[config.mk]
export PLATFORM = sky130hd
export DESIGN_NAME = bcdo_port
export DESIGN_NICKNAME = d
export VERILOG_FILES = /design/src/bcdo_pkg.sv /design/src/bcdo_port.sv
export SDC_FILE = /design/constraint.sdc
export NUM_CORES = 1
export LEC_CHECK = 0
export BUFFER_PORTS_ARGS = -buffer_cell sky130_fd_sc_hd__buf_4
export CAP_MARGIN = 20
export CELL_PAD_IN_SITES_DETAIL_PLACEMENT = 1
export CELL_PAD_IN_SITES_GLOBAL_PLACEMENT = 1
export CORE_AREA = 2 2 133 264
export DETAILED_ROUTE_END_ITERATION = 16
export DIE_AREA = 0 0 135 266
export PLACE_DENSITY = 0.78
export SLEW_MARGIN = 40
export SYNTH_ARGS = -nofsm -noshare
export SYNTH_HDL_FRONTEND = slang
export SYNTH_SLANG_ARGS = --single-unit
[constraint.sdc]
create_clock -name aclk -period 2.03 [get_ports aclk]
set_input_delay 0.3045 -clock aclk [delete_from_list [all_inputs] [get_ports aclk]]
set_output_delay 0.3045 -clock aclk [all_outputs]
set_load 0.03 [all_outputs]
[src/bcdo_pkg.sv]
// Package for the parallel BCD output and handshake port.
// Assumes a 125 MHz aclk and a 32-bit AXI4-Lite register bus.
package bcdo_pkg;
  // Register byte addresses
  localparam logic [7:0] ADDR_STATUS1 = 8'h04;
  localparam logic [7:0] ADDR_CTRL2 = 8'h08;
  localparam logic [7:0] ADDR_STATUS2 = 8'h0c;
  localparam logic [7:0] ADDR_DATA_OUT = 8'h10;
  localparam logic [7:0] ADDR_LINES = 8'h14;
  localparam logic [7:0] ADDR_DIGITS = 8'h18;
  localparam logic [7:0] ADDR_DIGITS_HI = 8'h1c;
  localparam logic [7:0] ADDR_TIMEOUT = 8'h20;
  localparam logic [7:0] ADDR_CONFIG = 8'h24;
  localparam logic [7:0] ADDR_IRQ_STAT = 8'h28;
  localparam logic [7:0] ADDR_IRQ_CLR = 8'h2c;
  localparam logic [7:0] ADDR_IRQ_EN = 8'h30;
  // Field positions
  localparam int READY_BIT = 6;
  localparam int BUSY_BIT = 0;
  localparam int EV_READY = 0;
  localparam int EV_TIMEOUT = 1;
  // Reset values and bus response codes
  localparam logic [7:0] DATA_OUT_RST = 8'h00;
  localparam logic [31:0] TIMEOUT_RST = 32'h00000000;
  localparam logic [1:0] RESP_OKAY = 2'b00;
  localparam logic [1:0] RESP_SLVERR = 2'b10;
  // Peripheral reset pulse, least time
  localparam int CLK_MHZ = 125;
  localparam int PRESET_US = 15;
  localparam int PRESET_CYCLES = PRESET_US * CLK_MHZ;
  // Captured input lines
  typedef struct packed {
    logic [39:0] digits;
    logic first_sign;
    logic second_sign;
    logic overrange;
  } bcdo_inputs_s;
  typedef enum logic [1:0] {ST_IDLE, ST_REQ, ST_WAIT_READY, ST_PRESET} bcdo_state_e;
endpackage : bcdo_pkg

[src/bcdo_port.sv]
// Output and handshake side of a parallel BCD port, AXI4-Lite slave.
// Assumes the peripheral flag lines are asynchronous; they are synchronised here.
//
// Implementation choices: the address map and the AXI4-Lite slave port.
`timescale 1ns/1ps
module bcdo_port (
  // Clock and reset
  input wire logic aclk,
  input wire logic aresetn,
  // AXI4-Lite write
  input wire logic [7:0] s_axi_awaddr,
  input wire logic s_axi_awvalid,
  output logic s_axi_awready,
  input wire logic [31:0] s_axi_wdata,
  input wire logic [3:0] s_axi_wstrb,
  input wire logic s_axi_wvalid,
  output logic s_axi_wready,
  output logic [1:0] s_axi_bresp,
  output logic s_axi_bvalid,
  input wire logic s_axi_bready,
  // AXI4-Lite read
  input wire logic [7:0] s_axi_araddr,
  input wire logic s_axi_arvalid,
  output logic s_axi_arready,
  output logic [31:0] s_axi_rdata,
  output logic [1:0] s_axi_rresp,
  output logic s_axi_rvalid,
  input wire logic s_axi_rready,
  // Peripheral pins
  output logic [7:0] data_out,
  output logic request_line_a,
  output logic request_line_b,
  output logic peripheral_reset_n,
  input wire logic [1:0] peripheral_flag_lines,
  input wire logic [39:0] digit_inputs,
  input wire logic first_sign_input,
  input wire logic second_sign_input,
  input wire logic overrange_input,
  // Interrupt
  output logic irq
);

  // Synchronisers for flags and inputs
  logic [1:0] flag_s1_reg, flag_s2_reg, flag_prev_reg;
  bcdo_pkg::bcdo_inputs_s in_s1_reg, in_s2_reg;
  always_ff @(posedge aclk)
  begin
    if (!aresetn)
    begin
      flag_s1_reg <= 2'h0;
      flag_s2_reg <= 2'h0;
      flag_prev_reg <= 2'h0;
      in_s1_reg <= '0;
      in_s2_reg <= '0;
    end
    else
    begin
      flag_s1_reg <= peripheral_flag_lines;
      flag_s2_reg <= flag_s1_reg;
      flag_prev_reg <= flag_s2_reg;
      in_s1_reg <= {digit_inputs, first_sign_input, second_sign_input, overrange_input};
      in_s2_reg <= in_s1_reg;
    end
  end

  // Register state
  logic [7:0] data_out_reg, data_out_next;
  logic [31:0] timeout_reg, timeout_next;
  logic [1:0] edge_sel_reg, edge_sel_next;
  logic ready_reg, ready_next;
  logic [1:0] req_reg, req_next;
  bcdo_pkg::bcdo_inputs_s cap_reg, cap_next;
  logic [1:0] ev_reg, ev_next;
  logic [1:0] ev_en_reg, ev_en_next;
  logic [31:0] tcnt_reg, tcnt_next;
  logic [31:0] pcnt_reg, pcnt_next;
  bcdo_pkg::bcdo_state_e state_reg, state_next;

  // AXI handshake state
  logic aw_held_reg, aw_held_next, w_held_reg, w_held_next, bvalid_reg, bvalid_next;
  logic [7:0] awaddr_reg, awaddr_next;
  logic [31:0] wdata_reg, wdata_next;
  logic [3:0] wstrb_reg, wstrb_next;
  logic rvalid_reg, rvalid_next;
  logic [31:0] rdata_reg, rdata_next;
  logic [1:0] rresp_reg, rresp_next, bresp_reg, bresp_next;

  logic wr_fire, rd_fire, wr_hit;
  logic [1:0] flag_rise, flag_fall, clr_evt;
  logic flags_idle;
  logic [1:0] ev_set;

  assign s_axi_awready = !aw_held_reg && !bvalid_reg;
  assign s_axi_wready = !w_held_reg && !bvalid_reg;
  assign s_axi_arready = !rvalid_reg;
  assign wr_fire = aw_held_reg && w_held_reg && !bvalid_reg;
  assign rd_fire = s_axi_arvalid && s_axi_arready;

  // Flag edges; each channel's switch picks the clearing edge
  assign flag_rise = flag_s2_reg & ~flag_prev_reg;
  assign flag_fall = ~flag_s2_reg & flag_prev_reg;
  assign clr_evt = (edge_sel_reg & flag_rise) | (~edge_sel_reg & flag_fall);
  assign flags_idle = (flag_s2_reg == 2'b00);

  // Next-state logic for registers, handshake and bus
  always_comb
  begin
    aw_held_next = aw_held_reg;
    w_held_next = w_held_reg;
    awaddr_next = awaddr_reg;
    wdata_next = wdata_reg;
    wstrb_next = wstrb_reg;
    bvalid_next = bvalid_reg;
    bresp_next = bresp_reg;
    rvalid_next = rvalid_reg;
    rdata_next = rdata_reg;
    rresp_next = rresp_reg;
    data_out_next = data_out_reg;
    timeout_next = timeout_reg;
    edge_sel_next = edge_sel_reg;
    ready_next = ready_reg;
    req_next = req_reg;
    cap_next = cap_reg;
    ev_next = ev_reg;
    ev_en_next = ev_en_reg;
    tcnt_next = tcnt_reg;
    pcnt_next = pcnt_reg;
    state_next = state_reg;
    wr_hit = 1'b1;
    ev_set = 2'b00;
    if (s_axi_awvalid && s_axi_awready)
    begin
      aw_held_next = 1'b1;
      awaddr_next = s_axi_awaddr;
    end
    if (s_axi_wvalid && s_axi_wready)
    begin
      w_held_next = 1'b1;
      wdata_next = s_axi_wdata;
      wstrb_next = s_axi_wstrb;
    end
    if (bvalid_reg && s_axi_bready)
      bvalid_next = 1'b0;
    if (rvalid_reg && s_axi_rready)
      rvalid_next = 1'b0;
    // Handshake sequence
    case (state_reg)
      bcdo_pkg::ST_IDLE:
        tcnt_next = 32'h0;
      bcdo_pkg::ST_REQ:
      begin
        tcnt_next = tcnt_reg + 32'h1;
        req_next = req_reg & ~clr_evt;
        if (req_next == 2'b00)
          state_next = bcdo_pkg::ST_WAIT_READY;
      end
      bcdo_pkg::ST_WAIT_READY:
      begin
        tcnt_next = tcnt_reg + 32'h1;
        if (flags_idle)
        begin
          state_next = bcdo_pkg::ST_IDLE;
          ready_next = 1'b1;
          ev_set[bcdo_pkg::EV_READY] = 1'b1;
          cap_next = in_s2_reg;
        end
      end
      bcdo_pkg::ST_PRESET:
      begin
        pcnt_next = pcnt_reg - 32'h1;
        if (pcnt_reg == 32'h1)
        begin
          state_next = bcdo_pkg::ST_IDLE;
          req_next = 2'b00;
        end
      end
      default:
        state_next = bcdo_pkg::ST_IDLE;
    endcase
    // Timeout supervision, zero limit disables
    if ((state_reg == bcdo_pkg::ST_REQ || state_reg == bcdo_pkg::ST_WAIT_READY)
        && timeout_reg != 32'h0 && tcnt_reg >= timeout_reg)
    begin
      state_next = bcdo_pkg::ST_PRESET;
      pcnt_next = 32'(bcdo_pkg::PRESET_CYCLES);
      ev_set[bcdo_pkg::EV_TIMEOUT] = 1'b1;
    end
    // Sticky events
    ev_next = ev_reg | ev_set;
    // Register writes
    if (wr_fire)
    begin
      aw_held_next = 1'b0;
      w_held_next = 1'b0;
      bvalid_next = 1'b1;
      case (awaddr_reg)
        bcdo_pkg::ADDR_DATA_OUT:
          if (wstrb_reg[0])
            data_out_next = wdata_reg[7:0];
        bcdo_pkg::ADDR_CTRL2:
          if (wdata_reg != 32'h0 && state_reg == bcdo_pkg::ST_IDLE)
          begin
            req_next = 2'b11;
            ready_next = 1'b0;
            state_next = bcdo_pkg::ST_REQ;
            tcnt_next = 32'h0;
          end
        bcdo_pkg::ADDR_TIMEOUT:
          timeout_next = wdata_reg;
        bcdo_pkg::ADDR_CONFIG:
          edge_sel_next = wdata_reg[1:0];
        bcdo_pkg::ADDR_IRQ_CLR:
          ev_next = (ev_reg & ~wdata_reg[1:0]) | ev_set; // Set wins over clear
        bcdo_pkg::ADDR_IRQ_EN:
          ev_en_next = wdata_reg[1:0];
        default:
          wr_hit = 1'b0;
      endcase
      bresp_next = wr_hit ? bcdo_pkg::RESP_OKAY : bcdo_pkg::RESP_SLVERR;
    end
    // Register reads
    if (rd_fire)
    begin
      rvalid_next = 1'b1;
      rresp_next = bcdo_pkg::RESP_OKAY;
      rdata_next = 32'h0;
      case (s_axi_araddr)
        bcdo_pkg::ADDR_STATUS1: rdata_next[bcdo_pkg::READY_BIT] = ready_reg;
        bcdo_pkg::ADDR_STATUS2: rdata_next[bcdo_pkg::BUSY_BIT] = (state_reg != bcdo_pkg::ST_IDLE);
        bcdo_pkg::ADDR_DATA_OUT: rdata_next = {24'h0, data_out_reg};
        bcdo_pkg::ADDR_LINES: rdata_next = {29'h0, cap_reg.first_sign, cap_reg.second_sign, cap_reg.overrange};
        bcdo_pkg::ADDR_DIGITS: rdata_next = cap_reg.digits[31:0];
        bcdo_pkg::ADDR_DIGITS_HI: rdata_next = {24'h0, cap_reg.digits[39:32]};
        bcdo_pkg::ADDR_TIMEOUT: rdata_next = timeout_reg;
        bcdo_pkg::ADDR_CONFIG: rdata_next = {30'h0, edge_sel_reg};
        bcdo_pkg::ADDR_IRQ_STAT: rdata_next = {30'h0, ev_reg};
        bcdo_pkg::ADDR_IRQ_EN: rdata_next = {30'h0, ev_en_reg};
        default: rresp_next = bcdo_pkg::RESP_SLVERR;
      endcase
    end
  end

  // Register all register, handshake and sequence state
  always_ff @(posedge aclk)
  begin
    if (!aresetn)
    begin
      aw_held_reg <= 1'b0;
      w_held_reg <= 1'b0;
      awaddr_reg <= 8'h0;
      wdata_reg <= 32'h0;
      wstrb_reg <= 4'h0;
      bvalid_reg <= 1'b0;
      bresp_reg <= bcdo_pkg::RESP_OKAY;
      rvalid_reg <= 1'b0;
      rdata_reg <= 32'h0;
      rresp_reg <= bcdo_pkg::RESP_OKAY;
      data_out_reg <= bcdo_pkg::DATA_OUT_RST;
      timeout_reg <= bcdo_pkg::TIMEOUT_RST;
      edge_sel_reg <= 2'h0;
      ready_reg <= 1'b0;
      req_reg <= 2'h0;
      cap_reg <= '0;
      ev_reg <= 2'h0;
      ev_en_reg <= 2'h0;
      tcnt_reg <= 32'h0;
      pcnt_reg <= 32'h0;
      state_reg <= bcdo_pkg::ST_IDLE;
    end
    else
    begin
      aw_held_reg <= aw_held_next;
      w_held_reg <= w_held_next;
      awaddr_reg <= awaddr_next;
      wdata_reg <= wdata_next;
      wstrb_reg <= wstrb_next;
      bvalid_reg <= bvalid_next;
      bresp_reg <= bresp_next;
      rvalid_reg <= rvalid_next;
      rdata_reg <= rdata_next;
      rresp_reg <= rresp_next;
      data_out_reg <= data_out_next;
      timeout_reg <= timeout_next;
      edge_sel_reg <= edge_sel_next;
      ready_reg <= ready_next;
      req_reg <= req_next;
      cap_reg <= cap_next;
      ev_reg <= ev_next;
      ev_en_reg <= ev_en_next;
      tcnt_reg <= tcnt_next;
      pcnt_reg <= pcnt_next;
      state_reg <= state_next;
    end
  end

  // Outputs
  assign s_axi_bvalid = bvalid_reg;
  assign s_axi_bresp = bresp_reg;
  assign s_axi_rvalid = rvalid_reg;
  assign s_axi_rdata = rdata_reg;
  assign s_axi_rresp = rresp_reg;
  assign data_out = data_out_reg;
  assign request_line_a = req_reg[0];
  assign request_line_b = req_reg[1];
  assign peripheral_reset_n = (state_reg != bcdo_pkg::ST_PRESET);
  assign irq = |(ev_reg & ev_en_reg);

  // Cycles spent with the peripheral reset low, for the pulse length check
  logic [31:0] plow_reg, plow_next;
  assign plow_next = peripheral_reset_n ? 32'h0 : plow_reg + 32'h1;
  always_ff @(posedge aclk)
  begin
    if (!aresetn)
      plow_reg <= 32'h0;
    else
      plow_reg <= plow_next;
  end
endmodule : bcdo_port

# Yosys cells after proc, flatten, opt, wreduce, memory -nomap -nowiden
# Index checks and enable logic that the tools add are counted.
# W data, S select, Z words.
# classes
n_bitwise	16
mux	41
n_reduce_logical	37
eq_ne	21
n_lt_le_gt_ge	1
add_sub_neg	2
# ops
operator	count
$pmux W25 S4	1
$mux W32	3
$eq A8 B6 Y1 const B	8
$pmux W32 S2	1
$reduce_bool A32 Y1	2
$eq A8 B5 Y1 const B	5
$pmux W5 S8	1
$add A32 B1 Y32 const B	1
$eq A32 B1 Y1 const B	1
$ge A32 B32 Y1	1
$sub A32 B1 Y32 const B	1
$mux W2	15
$mux W11	2
$eq A8 B4 Y1 const B	2
$and A2 B2 Y2	7
$mux W1	14
$logic_and A1 B1 Y1	12
$not A2 Y2	5
$reduce_or A10 Y1	1
$pmux W1 S9	1
$eq A8 B3 Y1 const B	1
$reduce_and A2 Y1	4
$reduce_bool A2 Y1	4
$reduce_or A2 Y1	4
13 further kinds	21
# word_totals
elab_cells	154
inputBits	104
output_inout_bits	53
register_bits	331

# Depth between registers and ports, before layout
# Gate-level depths: netlist of run 1.
# depth
ltp_word	13
mapped_depth	9
depth_no_buf	7

# Least setup slack after synthesis of run 1
# No wires, ideal clock.
# synth_path
path_type	reg2reg
start	reg timeout_reg[31]
end	reg pcnt_reg[17]
t_arrival_ps	2087
setup_time_ps	135
path_slack_ps	-192
n_path_buf	1
stages_incl_launch_ff	9
period_less_slack_ps	2222
required_ps	1895
cell_sequence	dfxtp_1 > inv_1 > ha_1 > nand4_1 > nor4_1 > o2111ai_1 > a31oi_1 > clkbuf_1 > nor4_1
# synth_via
elab_chain_cells	4
word_cells_on_any_way	5
cone_classes	order compare (1); reduce/logical (4)
# synth_rtl
item	line	source
from (decl)	bcdo_port.sv:68	logic [31:0] timeout_reg, timeout_next;
from (signal assigned)	bcdo_port.sv:259	timeout_reg <= bcdo_pkg::TIMEOUT_RST;
from (signal assigned)	bcdo_port.sv:283	timeout_reg <= timeout_next;
branches (longest 2 deep; another with $ge A32 B32 Y1)	n/a	
$logic_and A1 B1 Y1 *	bcdo_port.sv:182	&& timeout_reg != 32'h0 && tcnt_reg >= timeout_reg)
$reduce_or A2 Y1 (no source line) *	n/a	
to (signal assigned)	bcdo_port.sv:291	pcnt_reg <= pcnt_next;
to (decl)	bcdo_port.sv:76	logic [31:0] pcnt_reg, pcnt_next;
# Every way passes the cells marked *.
# A chain may end at the register's enable or synchronous reset.

# Worst setup path after layout of run 1
# layout_path
start	reg timeout_reg[31]
end	reg pcnt_reg[8]
# layout_via
elab_chain_cells	4
word_cells_on_any_way	6
cone_classes	order compare (1); mux (1); reduce/logical (4)
# layout_rtl
item	line
branches (longest 2 deep; another with $ge A32 B32 Y1)	n/a
$logic_and A1 B1 Y1 *	bcdo_port.sv:182
$mux W11 or $reduce_bool A2 Y1 (tied branches)	n/a
# Marks and branches as above.

==> results of run 1 <==
==> Yosys cell counts (all sizes together), types with 24 or more instances <==
cell type	n	area (um^2)
dfxtp	329	6590
nand2	277	1040
a21oi	150	751
and2	98	613
nor2	92	345
clkbuf	76	285
nor4	58	405
inv	47	176
ha	40	500
a22oi	32	240
o21ai	31	155
xor2	31	272
nand4	26	163
a2bb2oi	24	210
==> report_power, final <==
part / internal [mW] / total [mW] / switching [mW]
Clock: 3.89 / 6.68 / 2.79
Sequential: 6.61 / 6.73 / 0.120
Combinational: 0.500 / 1.08 / 0.582
Total: 11.0 / 14.5 / 3.49
==> through the flow <==
stage / power [mW] / instance area, um^2 / setup slack, ns / util, % / hold WS, ns
floorplan: 7.22 / 13400 / -0.0431 / - / 0.404
global placement: 7.65 / 16100 / -0.242 / 47.2 / 0.414
detailed placement: 7.69 / 16100 / -0.328 / 47.2 / 0.421
CTS: 14.4 / 18800 / -0.121 / 55.0 / 0.00195
global route: 14.9 / 19500 / -0.490 / 57.2 / 0.0110
finish: 14.5 / 19500 / -0.404 / 57.2 / 0.00120
==> cell type report <==
| type | instances | area share (%) |
|---|---|---|
| Clock inverter | 18 | 1.51 |
| Multi-Input combinational cell | 1056 | 37.5 |
| Tap cell | 441 | 2.83 |
| Timing Repair Buffer | 418 | 19.0 |
| Sequential cell | 329 | 33.9 |
| Clock buffer | 38 | 4.37 |
| Inverter | 48 | 0.949 |
| Antenna cell | 1 | 0.0128 |
==> worst register-to-register path, stage by stage (launching register included) <==
cell,delay [ns]
dfxtp_1,0.37
inv_1,0.14
ha_4,0.31
nand4_1,0.23
buf_4,0.23
nor2_2,0.25
a22oi_2,0.13
buf_4,0.16
a31o_4,0.29
a31oi_1,0.22
==> logic make-up (layout without fill, tap and decap cells) <==
group | after synthesis | in the layout | share of synthesized area, %
AO/OA/AOI/OAI | 287 | 287 | 13.1
AND/OR/NAND/NOR | 650 | 650 | 24.3
adder cells (fa/ha/maj) | 40 | 40 | 3.75
other | 1 | 3 | 0.0281
XOR/XNOR | 52 | 52 | 3.41
flip-flops | 329 | 329 | 49.4
multiplexers | 25 | 25 | 1.89
buffers and inverters | 140 | 522 | 4.14
==> routing by layer <==
layer | vias up | routed length [um] | global-route usage [%]
li1 | 5977 | - | -
met1 | 6691 | 19300 | 26.8
met2 | 525 | 29400 | 51.6
met3 | 286 | 2580 | 3.71
met4 | 0 | 4470 | 18.8
met5 | - | 0 | 0
==> timing repair <==
item | CTS | global route
endpoints found under the hold margin | 77 | 0
buffers inserted | 12 | 16
endpoints found under the setup margin | 105 | 99
gates resized for setup | 116 | 147
hold buffers | 77 | 0
pin swaps | 33 | 57
gates cloned | 6 | 4
==> worst min-delay path by stage <==
stage                               start            end  slack, ns
final                     s_axi_wdata[30]  wdata_reg[30]      0.001
after global routing      s_axi_wdata[28]  wdata_reg[28]       0.01
after CTS                  s_axi_wdata[1]   wdata_reg[1]      0.002
after detailed placement    in_s1_reg[10]  in_s2_reg[10]       0.42
after global placement      in_s1_reg[16]  in_s2_reg[16]       0.41
after floorplan              s_axi_rready   s_axi_rvalid       0.40
==> results.tsv, run 1 <==
stage	metric	value	unit
worst_hold_path	worst min path class	in2reg	
synthesis	Synth cell types	65	
run	number of max-cap violations	0	
worst_setup_path	CP Depth	9	
sta	setup tns final	-17.67	ns
sta	Final period util	120	%
clocking	H-tree Lvls	1	
synthesis	Seq/Total Area, Yosys	49.4	%
drt	WL final	55800	um
worst_setup_path	Startpoint Class	register	
worst_setup_path	Worst setup startpoint	timeout_reg[31]	
sta	RSZ-0062 raised after global routing	yes	
sta	setup ws final	-0.404	ns
worst_setup_path	crit-path max FO	10	
worst_setup_path	CP delay by family, top	compound AO/OA/AOI/OAI gates	
worst_setup_path	Worst Path Class, Setup	reg2reg	
drt	drt first pass iters	5	
synthesis	Mapped Area	0.0133	mm^2
grt	number of global-route vias before repair	14300	
sta	crit path time final	2.43	ns
synthesis	asr flop ratio synth	0	%
finish	fin nets	2027	
die	Cell Rows	96	
grt	initial antenna violation count	0	
finish	most frequent cells in the layout	buf_4, dfxtp_1, nand2_1, a21oi_1, and2_1	
worst_setup_path	Reg2Reg Launch Point	timeout_reg[31]	
worst_setup_path	Worst R2R Path Depth	9	
die	Ports	157	
clocking	CTS tree	done	
finish	Post-Layout Cell Count	2349	
drt	Wirelength per Cell	23.8	um
worst_setup_path	Worst Setup EP	pcnt_reg[8]	
sta	Max Clk Rate	0.411	GHz
outcome	status	complete, but fails checks	
clocking	Worst-Skew Late Latency	0.60	ns
finish	area of the multi-input gates	0.00731	mm^2
clocking	Sink Count	329	
finish	Synth-to-Final Area Change	46.2	%
place	Final Wtd Congestion	0.933	
drt	Antenna Nets Post-Route	0	
place	placed insts	2182	
worst_setup_path	worst path required time	2.52	ns
sta	Max Slew Vio Count	0	
worst_hold_path	Min-Delay Path Depth	3	
grt	pin count of the biggest net entering global routing	60	
clocking	clk root buf	clkbuf_16	
place	IO Port Bufs	151	
synthesis	Main synth FF type	dfxtp_1	
grt	Overflow after GRT	0	
power	LEAKAGE	7.79	nW
worst_setup_path	CP dominant cell by count	buf_4	
worst_setup_path	flop-to-flop setup slack	-0.40	ns
worst_setup_path	slowest cell on the critical path	dfxtp_1	
drt	routed vias/inst	5.74	
grt	Tot GR Track Use	27.3	%
grt	global-route wire length before repair	77300	um
sta	max_slew headroom	59.0	%
die	core area	0.0341	mm^2
clocking	Num CTS Buffers	30	
worst_setup_path	Worst setup EP type	register	
outcome	failing checks	setup timing	
synthesis	average size of a mapped cell	8.75	um^2
drt	DRC errors left	0	
synthesis	synthesis-stage register bit count	329	
drt	Via Count	13500	
sta	final hold vios	0	
finish	Fillers	3826	
drt	drt initial violations	790	
sta	Tightest Pin Transition	0.611	ns
finish	sequential cell area	0.00661	mm^2
worst_setup_path	critical path, cell by cell	inv_1 -> ha_4 -> nand4_1 -> buf_4 -> nor2_2 -> a22oi_2 -> buf_4 -> a31o_4 -> a31oi_1	
worst_setup_path	Crit path largest cell delay	0.37	ns
clocking	clk buf depth	3	
worst_setup_path	CP Buf/Inv Count	3	
place	DPL Wire Length	31000	um
power	power per cell area	743	mW/mm^2
sta	clock skew	0.0233	ns
synthesis	Post-synth EDFFs	0	
die	die height	266	um
synthesis	Cells after Synth	1524	
clocking	Worst-path clk slew	0.08	ns
finish	layout cells sized above 1	31.1	%
synthesis	Syn. warnings	0	
worst_setup_path	Critical Path AT	2.93	ns
sta	Final Setup Violations	93	
worst_setup_path	Worst R2R End	pcnt_reg[8]	
die	die area	0.0359	mm^2
power	peak supply drop	0.706	mV
finish	commonest non-fill, non-tap cell in the layout	buf_4	
die	Starting Density	39.1	%
die	die width	135	um
Power figures use the tool's default switching activity.
==> run 2, diff against run 1 <==
CTS_BUF_LIST = sky130_fd_sc_hd__clkbuf_16   (was not set)
GPL_TIMING_DRIVEN = 0   (was not set)
==> run 2 against run 1 <==
- the flow still finishes with violations (setup timing)
- die area unchanged
- clock-buffer cell count down 9
- maximum frequency up 5.3%
- combinational power down 13%
- clock skew down 0.0094 ns
- setup slack better by 0.12 ns
==> results.tsv, run 2 (synthesis results as in run 1) <==
stage	metric	value	unit	change
grt	global-route wire length before repair	72200	um	was 77300 um
drt	DRC errors left	0		unchanged
place	DPL Wire Length	32100	um	was 31000 um
power	Gate power share	7.2	%	was 7.5%
grt	pin count of the biggest net entering global routing	17		was 60
finish	Synth-to-Final Area Change	35.9	%	was 46.2%
finish	number of inserted diodes	0		was 1
power	Switching Share	24.3	%	was 24.1%
die	Cell Rows	96		unchanged
power	Pwr Total	13.1	mW	was 14.5 mW
finish	fin util	53.1	%	was 57.2%
power	peak supply drop	0.568	mV	was 0.706 mV
sta	Max Slew Vio Count	0		unchanged
worst_hold_path	worst min path class	in2reg		unchanged
grt	Overflow after GRT	0		unchanged
worst_setup_path	Crit path largest cell delay	0.36	ns	was 0.37 ns
clocking	clk buf depth	3		unchanged
sta	final hold vios	0		unchanged
drt	routed vias/inst	5.37		was 5.74
worst_setup_path	crit-path max FO	6		was 10
worst_setup_path	critical path, cell by cell	inv_2 -> ha_4 -> nand4_1 -> nor4_4 -> buf_4 -> o2111ai_4 -> a31oi_4 -> buf_12 -> clkbuf_16 -> nor4_2		was inv_1 -> ha_4 -> nand4_1 -> buf_4 -> nor2_2 -> a22oi_2 -> buf_4 -> a31o_4 -> a31oi_1
run	number of max-cap violations	0		unchanged
drt	Antenna Nets Post-Route	0		unchanged
power	Reg power frac	51.4	%	was 46.4%
die	die width	135	um	unchanged
worst_setup_path	Worst setup EP type	register		unchanged
clocking	Worst-Skew Late Latency	0.56	ns	was 0.60 ns
sta	Final Setup Violations	43		was 93
power	LEAKAGE	6.80	nW	was 7.79 nW
worst_setup_path	Worst Path Class, Setup	reg2reg		unchanged
die	die height	266	um	unchanged
grt	initial antenna violation count	0		unchanged
worst_setup_path	slowest cell on the critical path	dfxtp_4		was dfxtp_1
worst_setup_path	Critical Path AT	2.73	ns	was 2.93 ns
die	die area	0.0359	mm^2	unchanged
drt	drt first pass iters	5		unchanged
drt	Wirelength per Cell	20.5	um	was 23.8 um
power	power per cell area	721	mW/mm^2	was 743 mW/mm^2
grt	Tot GR Track Use	25.6	%	was 27.3%
worst_setup_path	worst path required time	2.45	ns	was 2.52 ns
sta	Final period util	114	%	was 120%
sta	clock skew	0.0139	ns	was 0.0233 ns
power	Clk network pwr share	41.4	%	was 46.1%
finish	layout cells sized above 1	23.8	%	was 31.1%
finish	fin nets	1969		was 2027
outcome	failing checks	setup timing		unchanged
outcome	status	complete, but fails checks		unchanged
sta	Max Clk Rate	0.433	GHz	was 0.411 GHz
clocking	CTS tree	done		unchanged
sta	crit path time final	2.31	ns	was 2.43 ns
place	Final Wtd Congestion	0.911		was 0.933
finish	Fillers	3933		was 3826
clocking	Worst-path clk slew	0.07	ns	was 0.08 ns
drt	WL final	46900	um	was 55800 um
drt	Via Count	12300		was 13500
finish	commonest non-fill, non-tap cell in the layout	dfxtp_1		was buf_4
sta	Tightest Pin Transition	0.823	ns	was 0.611 ns
sta	setup ws final	-0.280	ns	was -0.404 ns
finish	most frequent cells in the layout	dfxtp_1, nand2_1, buf_4, a21oi_1, and2_1		was buf_4, dfxtp_1, nand2_1, a21oi_1, and2_1
clocking	clk root buf	clkbuf_16		unchanged
clocking	Num CTS Buffers	29		was 30
die	Ports	157		unchanged
worst_hold_path	Hold Startpoint	s_axi_wdata[6]		was s_axi_wdata[30]
power	sw power	3.18	mW	was 3.49 mW
clocking	H-tree Lvls	1		unchanged
worst_setup_path	Reg2Reg Launch Point	timeout_reg[25]		was timeout_reg[31]
worst_setup_path	Worst setup startpoint	timeout_reg[25]		was timeout_reg[31]
drt	drt initial violations	508		was 790
clocking	Sink Count	329		unchanged
die	Starting Density	39.1	%	unchanged
place	IO Port Bufs	148		was 151
die	core area	0.0341	mm^2	unchanged
sta	RSZ-0062 raised after global routing	yes		unchanged
grt	number of global-route vias before repair	13600		was 14300
power	Int Power	9.89	mW	was 11.0 mW
worst_setup_path	Startpoint Class	register		unchanged
sta	max_slew headroom	45.2	%	was 59.0%
run 2: cell count changes in the layout (fill, tap and decap cells not counted), moves of 7 or more:
cell and change:
dfxtp_1 -7, nand2_4 -25, clkbuf_2 +14, buf_2 +7, a21oi_1 +23, dfxtp_4 +8, nor2_4 -8, clkbuf_1 +46
buf_12 -13, a21oi_2 -22, buf_4 -115, nand2_1 +30
run 2: critical path, delay by kind of cell, from the launching register on:
kind                     cells  cell delay (ns)
AND/OR/NAND/NOR              3             0.62
buffers and inverters        4             0.54
AO/OA/AOI/OAI                2             0.38
flip-flops                   1             0.36
adder cells (fa/ha/maj)      1             0.26
run 2: per-stage QoR:
stage | hold slack [ns] | instances | setup slack (ns) | TNS, ns | cell area (um^2)
after detailed placement | 0.419 | 2114 | -0.845 | -81.63 | 15100
final | 0.0203 | 2288 | -0.280 | -8.83 | 18100
after floorplan | 0.404 | 1525 | -0.0431 | -0.0442 | 13400
after global routing | 0.0152 | 2288 | -0.360 | -12.48 | 18100
after global placement | 0.414 | 2114 | -0.803 | -76.68 | 15100
after CTS | 0.00244 | 2273 | -0.217 | -6.46 | 17600
run 2: layout make-up:
type	count	area (um^2)	area share (%)
plain buffers	83	477	2.63
clock buffers	29	726	4.00
clock inverters	24	173	0.953
inverters	48	181	1.00
multi-input cells	1056	7000	38.6
flip-flops and latches	329	6640	36.6
well taps	441	552	3.04
repair buffers	278	2380	13.1
run 2: power by group through the flow:
stage	Sequential [mW]	Combinational (mW)	Clock, mW
after global placement	6.84	0.746	0
after global routing	6.73	1.02	5.73
after CTS	6.71	0.915	5.49
after floorplan	6.84	0.374	0
final	6.72	0.940	5.41
after detailed placement	6.85	0.768	0
run 2: repair_timing:
action,4_1_cts,5_1_grt
gates resized for setup,119,129
setup buffers,37,13
endpoints found under the setup margin,159,158
hold buffers,71,0
gates cloned,5,4
pin swaps,27,35
endpoints found under the hold margin,71,0
run 2: worst paths after layout:
| kind | endpoint | slack [ns] | cells after the start |
|---|---|---|---|
| hold reg to reg | flag_s2_reg[0] | 0.43 | 1 |
| setup reg to reg | pcnt_reg[18] | -0.28 | 10 |
| setup / recovery | pcnt_reg[18] | -0.28 | 10 |
| hold / removal | wdata_reg[6] | 0.02 | 3 |
run 2: layer usage:
metal / GRT usage (%) / vias to the layer above / routed length (um)
met4: 17.5 / 0 / 3620
met5: 0 / - / 0
met2: 49.6 / 295 / 25900
met3: 2.59 / 166 / 1360
met1: 24.9 / 5981 / 15900
li1: - / 5848 / -
==> run 3, diff against run 2 <==
ABC_AREA = 1   (was not set)
CELL_PAD_IN_SITES_DETAIL_PLACEMENT = 0   (was 1)
CELL_PAD_IN_SITES_GLOBAL_PLACEMENT = 2   (was 1)
CORE_AREA = 2 2 218 220   (was 2 2 133 264)
DIE_AREA = 0 0 220 222   (was 0 0 135 266)
PLACE_DENSITY = 0.77   (was 0.78)
==> run 3 against run 2 <==
- register-to-register slack gained 0.38 ns
- sequential power is essentially flat
- global-route usage shrank 8.7 points
- combinational power grew 6.3%
- critical endpoint is now peripheral_reset_n
- cell area shrank 1.1%
- synthesized cell count grew 20%
- highest routed layer unchanged
- clock skew grew 0.024 ns
- the flow now finishes without violations
- critical path depth shrank 6
- routed wire length shrank 11%
- sequential share of layout area grew 0.27 points
==> results.tsv, run 3 <==
stage	metric	value	unit	change
worst_setup_path	CP Buf/Inv Count	3		was 4
clocking	H-tree Lvls	2		was 1
clocking	Worst-Skew Late Latency	0.57	ns	was 0.56 ns
worst_setup_path	slowest cell on the critical path	dfxtp_2		was dfxtp_4
clocking	CTS tree	done		unchanged
sta	final hold vios	0		unchanged
die	die width	220	um	was 135 um
sta	Max Slew Vio Count	0		unchanged
worst_setup_path	Worst Path Class, Setup	reg2out		was reg2reg
die	Ports	157		unchanged
grt	global-route wire length before repair	64200	um	was 72200 um
sta	RSZ-0062 raised after global routing	yes		unchanged
finish	area of the multi-input gates	0.00616	mm^2	was 0.00700 mm^2
drt	Via Count	12100		was 12300
sta	crit path time final	2.00	ns	was 2.31 ns
synthesis	Main synth FF type	dfxtp_1		unchanged
worst_setup_path	Reg2Reg Launch Point	timeout_reg[29]		was timeout_reg[25]
synthesis	Cells after Synth	1832		was 1524
power	power per cell area	818	mW/mm^2	was 721 mW/mm^2
worst_setup_path	CP delay by family, top	buffers and inverters		was simple AND/OR/NAND/NOR gates
power	Clk network pwr share	47.5	%	was 41.4%
synthesis	Post-synth EDFFs	0		unchanged
synthesis	Syn. warnings	0		unchanged
power	LEAKAGE	7.95	nW	was 6.80 nW
worst_hold_path	Min-Delay Path Depth	3		unchanged
worst_hold_path	worst min path class	in2reg		unchanged
die	Starting Density	29.7	%	was 39.1%
place	Final Wtd Congestion	0.805		was 0.911
finish	sequential cell area	0.00662	mm^2	was 0.00664 mm^2
finish	Fillers	4883		was 3933
die	die height	222	um	was 266 um
run	number of max-cap violations	0		unchanged
synthesis	cells taking the most area after synthesis	dfxtp_1, nand2_1, nor2_1, inv_1, a21oi_1		was dfxtp_1, nand2_1, a21oi_1, and2_1, ha_1
place	IO Port Bufs	150		was 148
power	Gate power share	6.8	%	was 7.2%
worst_setup_path	Crit path largest cell delay	0.35	ns	was 0.36 ns
sta	Max Clk Rate	0.501	GHz	was 0.433 GHz
synthesis	Seq/Total Area, Yosys	47.9	%	was 49.4%
synthesis	Synth cell types	48		was 65
sta	max_slew headroom	44.8	%	was 45.2%
worst_hold_path	Hold EP	wdata_reg[21]		was wdata_reg[6]
sta	Final Setup Violations	0		was 43
sta	Final period util	98.4	%	was 114%
finish	most frequent cells in the layout	nand2_1, dfxtp_1, nor2_1, inv_1, buf_4		was dfxtp_1, nand2_1, buf_4, a21oi_1, and2_1
synthesis	Commonest cells post-synth	nand2_1, dfxtp_1, nor2_1		was dfxtp_1, nand2_1, a21oi_1
power	Switching Share	23.7	%	was 24.3%
finish	number of inserted diodes	0		unchanged
worst_setup_path	Worst setup EP type	primary output		was register
drt	Antenna Nets Post-Route	0		unchanged
drt	routed vias/inst	4.43		was 5.37
sta	setup tns final	0	ns	was -8.83 ns
worst_setup_path	Worst R2R End	pcnt_reg[23]		was pcnt_reg[18]
worst_setup_path	worst path required time	1.73	ns	was 2.45 ns
drt	Wirelength per Cell	15.3	um	was 20.5 um
power	Reg power frac	45.7	%	was 51.4%
synthesis	share of the synthesized area in the top cell type	47.9	%	was 49.4%
grt	Overflow after GRT	0		unchanged
grt	pin count of the biggest net entering global routing	14		was 17
die	Cell Rows	79		was 96
synthesis	Mapped Area	0.0137	mm^2	was 0.0133 mm^2
power	Pwr Total	14.7	mW	was 13.1 mW
synthesis	synthesis-stage register bit count	329		unchanged
synthesis	count leader, synth	nand2_1		was dfxtp_1
clocking	clk buf depth	3		unchanged
power	peak supply drop	0.489	mV	was 0.568 mV
power	Int Power	11.2	mW	was 9.89 mW
clocking	clk root buf	clkbuf_16		unchanged
drt	DRC errors left	0		unchanged
drt	drt first pass iters	5		unchanged
finish	layout cells sized above 1	17.7	%	was 23.8%
finish	Synth-to-Final Area Change	30.4	%	was 35.9%
grt	Tot GR Track Use	17.0	%	was 25.6%
sta	clock skew	0.0377	ns	was 0.0139 ns
outcome	status	completed		was complete, but fails checks
place	DPL Wire Length	31600	um	was 32100 um
finish	commonest non-fill, non-tap cell in the layout	nand2_1		was dfxtp_1
drt	WL final	41600	um	was 46900 um
die	core area	0.0463	mm^2	was 0.0341 mm^2
grt	number of global-route vias before repair	11600		was 13600
drt	drt initial violations	564		was 508
worst_setup_path	crit-path max FO	10		was 6
die	die area	0.0488	mm^2	was 0.0359 mm^2
power	sw power	3.48	mW	was 3.18 mW
synthesis	average size of a mapped cell	7.51	um^2	was 8.75 um^2
worst_setup_path	critical path, cell by cell	ha_4 -> inv_1 -> buf_6 -> buf_4		was inv_2 -> ha_4 -> nand4_1 -> nor4_4 -> buf_4 -> o2111ai_4 -> a31oi_4 -> buf_12 -> clkbuf_16 -> nor4_2
worst_setup_path	flop-to-flop setup slack	0.10	ns	was -0.28 ns
clocking	Worst-path clk slew	0.06	ns	was 0.07 ns
finish	fin nets	2232		was 1969
grt	initial antenna violation count	0		unchanged
sta	Tightest Pin Transition	0.828	ns	was 0.823 ns
worst_hold_path	Hold Startpoint	s_axi_wdata[21]		was s_axi_wdata[6]
clocking	Num CTS Buffers	39		was 29
worst_setup_path	Critical Path AT	1.69	ns	was 2.73 ns
synthesis	area leader, netlist	dfxtp_1		unchanged
worst_setup_path	Startpoint Class	register		unchanged
worst_setup_path	Worst R2R Path Depth	11		was 10
synthesis	asr flop ratio synth	0	%	unchanged
sta	Final Hold Slack	0.0381	ns	was 0.0203 ns
clocking	Sink Count	329		unchanged
[run 3: metrics by stage]
step	cells	worst slack, ns	util, %	instance area [um^2]
floorplan	1833	0.216	-	13800
global placement	2590	-0.434	33.8	15600
detailed placement	2590	-0.459	33.8	15600
CTS	2716	-0.164	38.0	17600
global route	2724	-0.0195	38.8	17900
finish	2724	0.0326	38.8	17900
[run 3: layout make-up]
cell class              count  area share (%)
well taps                 607            4.23
clock inverters            31            1.70
flip-flops and latches    329            36.9
plain buffers              75            2.11
repair buffers            213            9.90
multi-input cells        1177            34.3
clock buffers              39            5.44
inverters                 253            5.37
[run 3: worst max path at each step]
stage / cells after the start / from / to
finish: 4 / state_reg[0] / peripheral_reset_n
global route: 9 / tcnt_reg[5] / tcnt_reg[25]
CTS: 4 / state_reg[0] / peripheral_reset_n
detailed placement: 11 / timeout_reg[31] / pcnt_reg[3]
global placement: 11 / timeout_reg[31] / pcnt_reg[2]
floorplan: 9 / state_reg[0] / state_reg[0]
[run 3: cells by family (layout without fill, tap and decap cells)]
logic type | count (synthesis) | count (layout) | share of synthesized area (%)
DFF | 329 | 329 | 47.9
AOI/OAI and AO/OA | 333 | 333 | 12.6
buffers and inverters | 328 | 611 | 9.37
xor gates and xnor gates | 43 | 43 | 2.74
other | 1 | 2 | 0.0273
and+or+nand+nor | 758 | 759 | 23.8
adders and majority gates | 40 | 40 | 3.64
[run 3: worst min-delay path, delay by kind of cell]
family          cells  cell delay, ns
compound gates      2            0.18
buf+inv             1            0.08
[run 3: what timing repair did]
item,CTS,global route
resized for setup,27,103
endpoints found under the hold margin,53,0
cloned,2,1
setup buffers,1,7
setup endpoints to repair,125,117
pin swaps,1,9
hold buffers,53,0
[run 3: layer usage]
| metal | global-route usage, % | part of all wire (%) | up-vias |
|---|---|---|---|
| met1 | 22.1 | 46 | 5463 |
| met4 | 4.29 | 1.9 | 0 |
| met2 | 28.9 | 48 | 208 |
| met3 | 2.84 | 3.8 | 54 |
| li1 | - | - | 6332 |
| met5 | 0 | 0 | - |
[run 3: power by group through the flow]
stage,clock network [mW],registers [mW],logic [mW]
2_1_floorplan,0,6.84,0.482
3_3_place_gp,0,6.84,0.888
3_5_place_dp,0,6.84,0.894
4_1_cts,7.18,6.70,0.999
5_1_grt,7.42,6.71,1.11
6_report,6.97,6.70,0.999
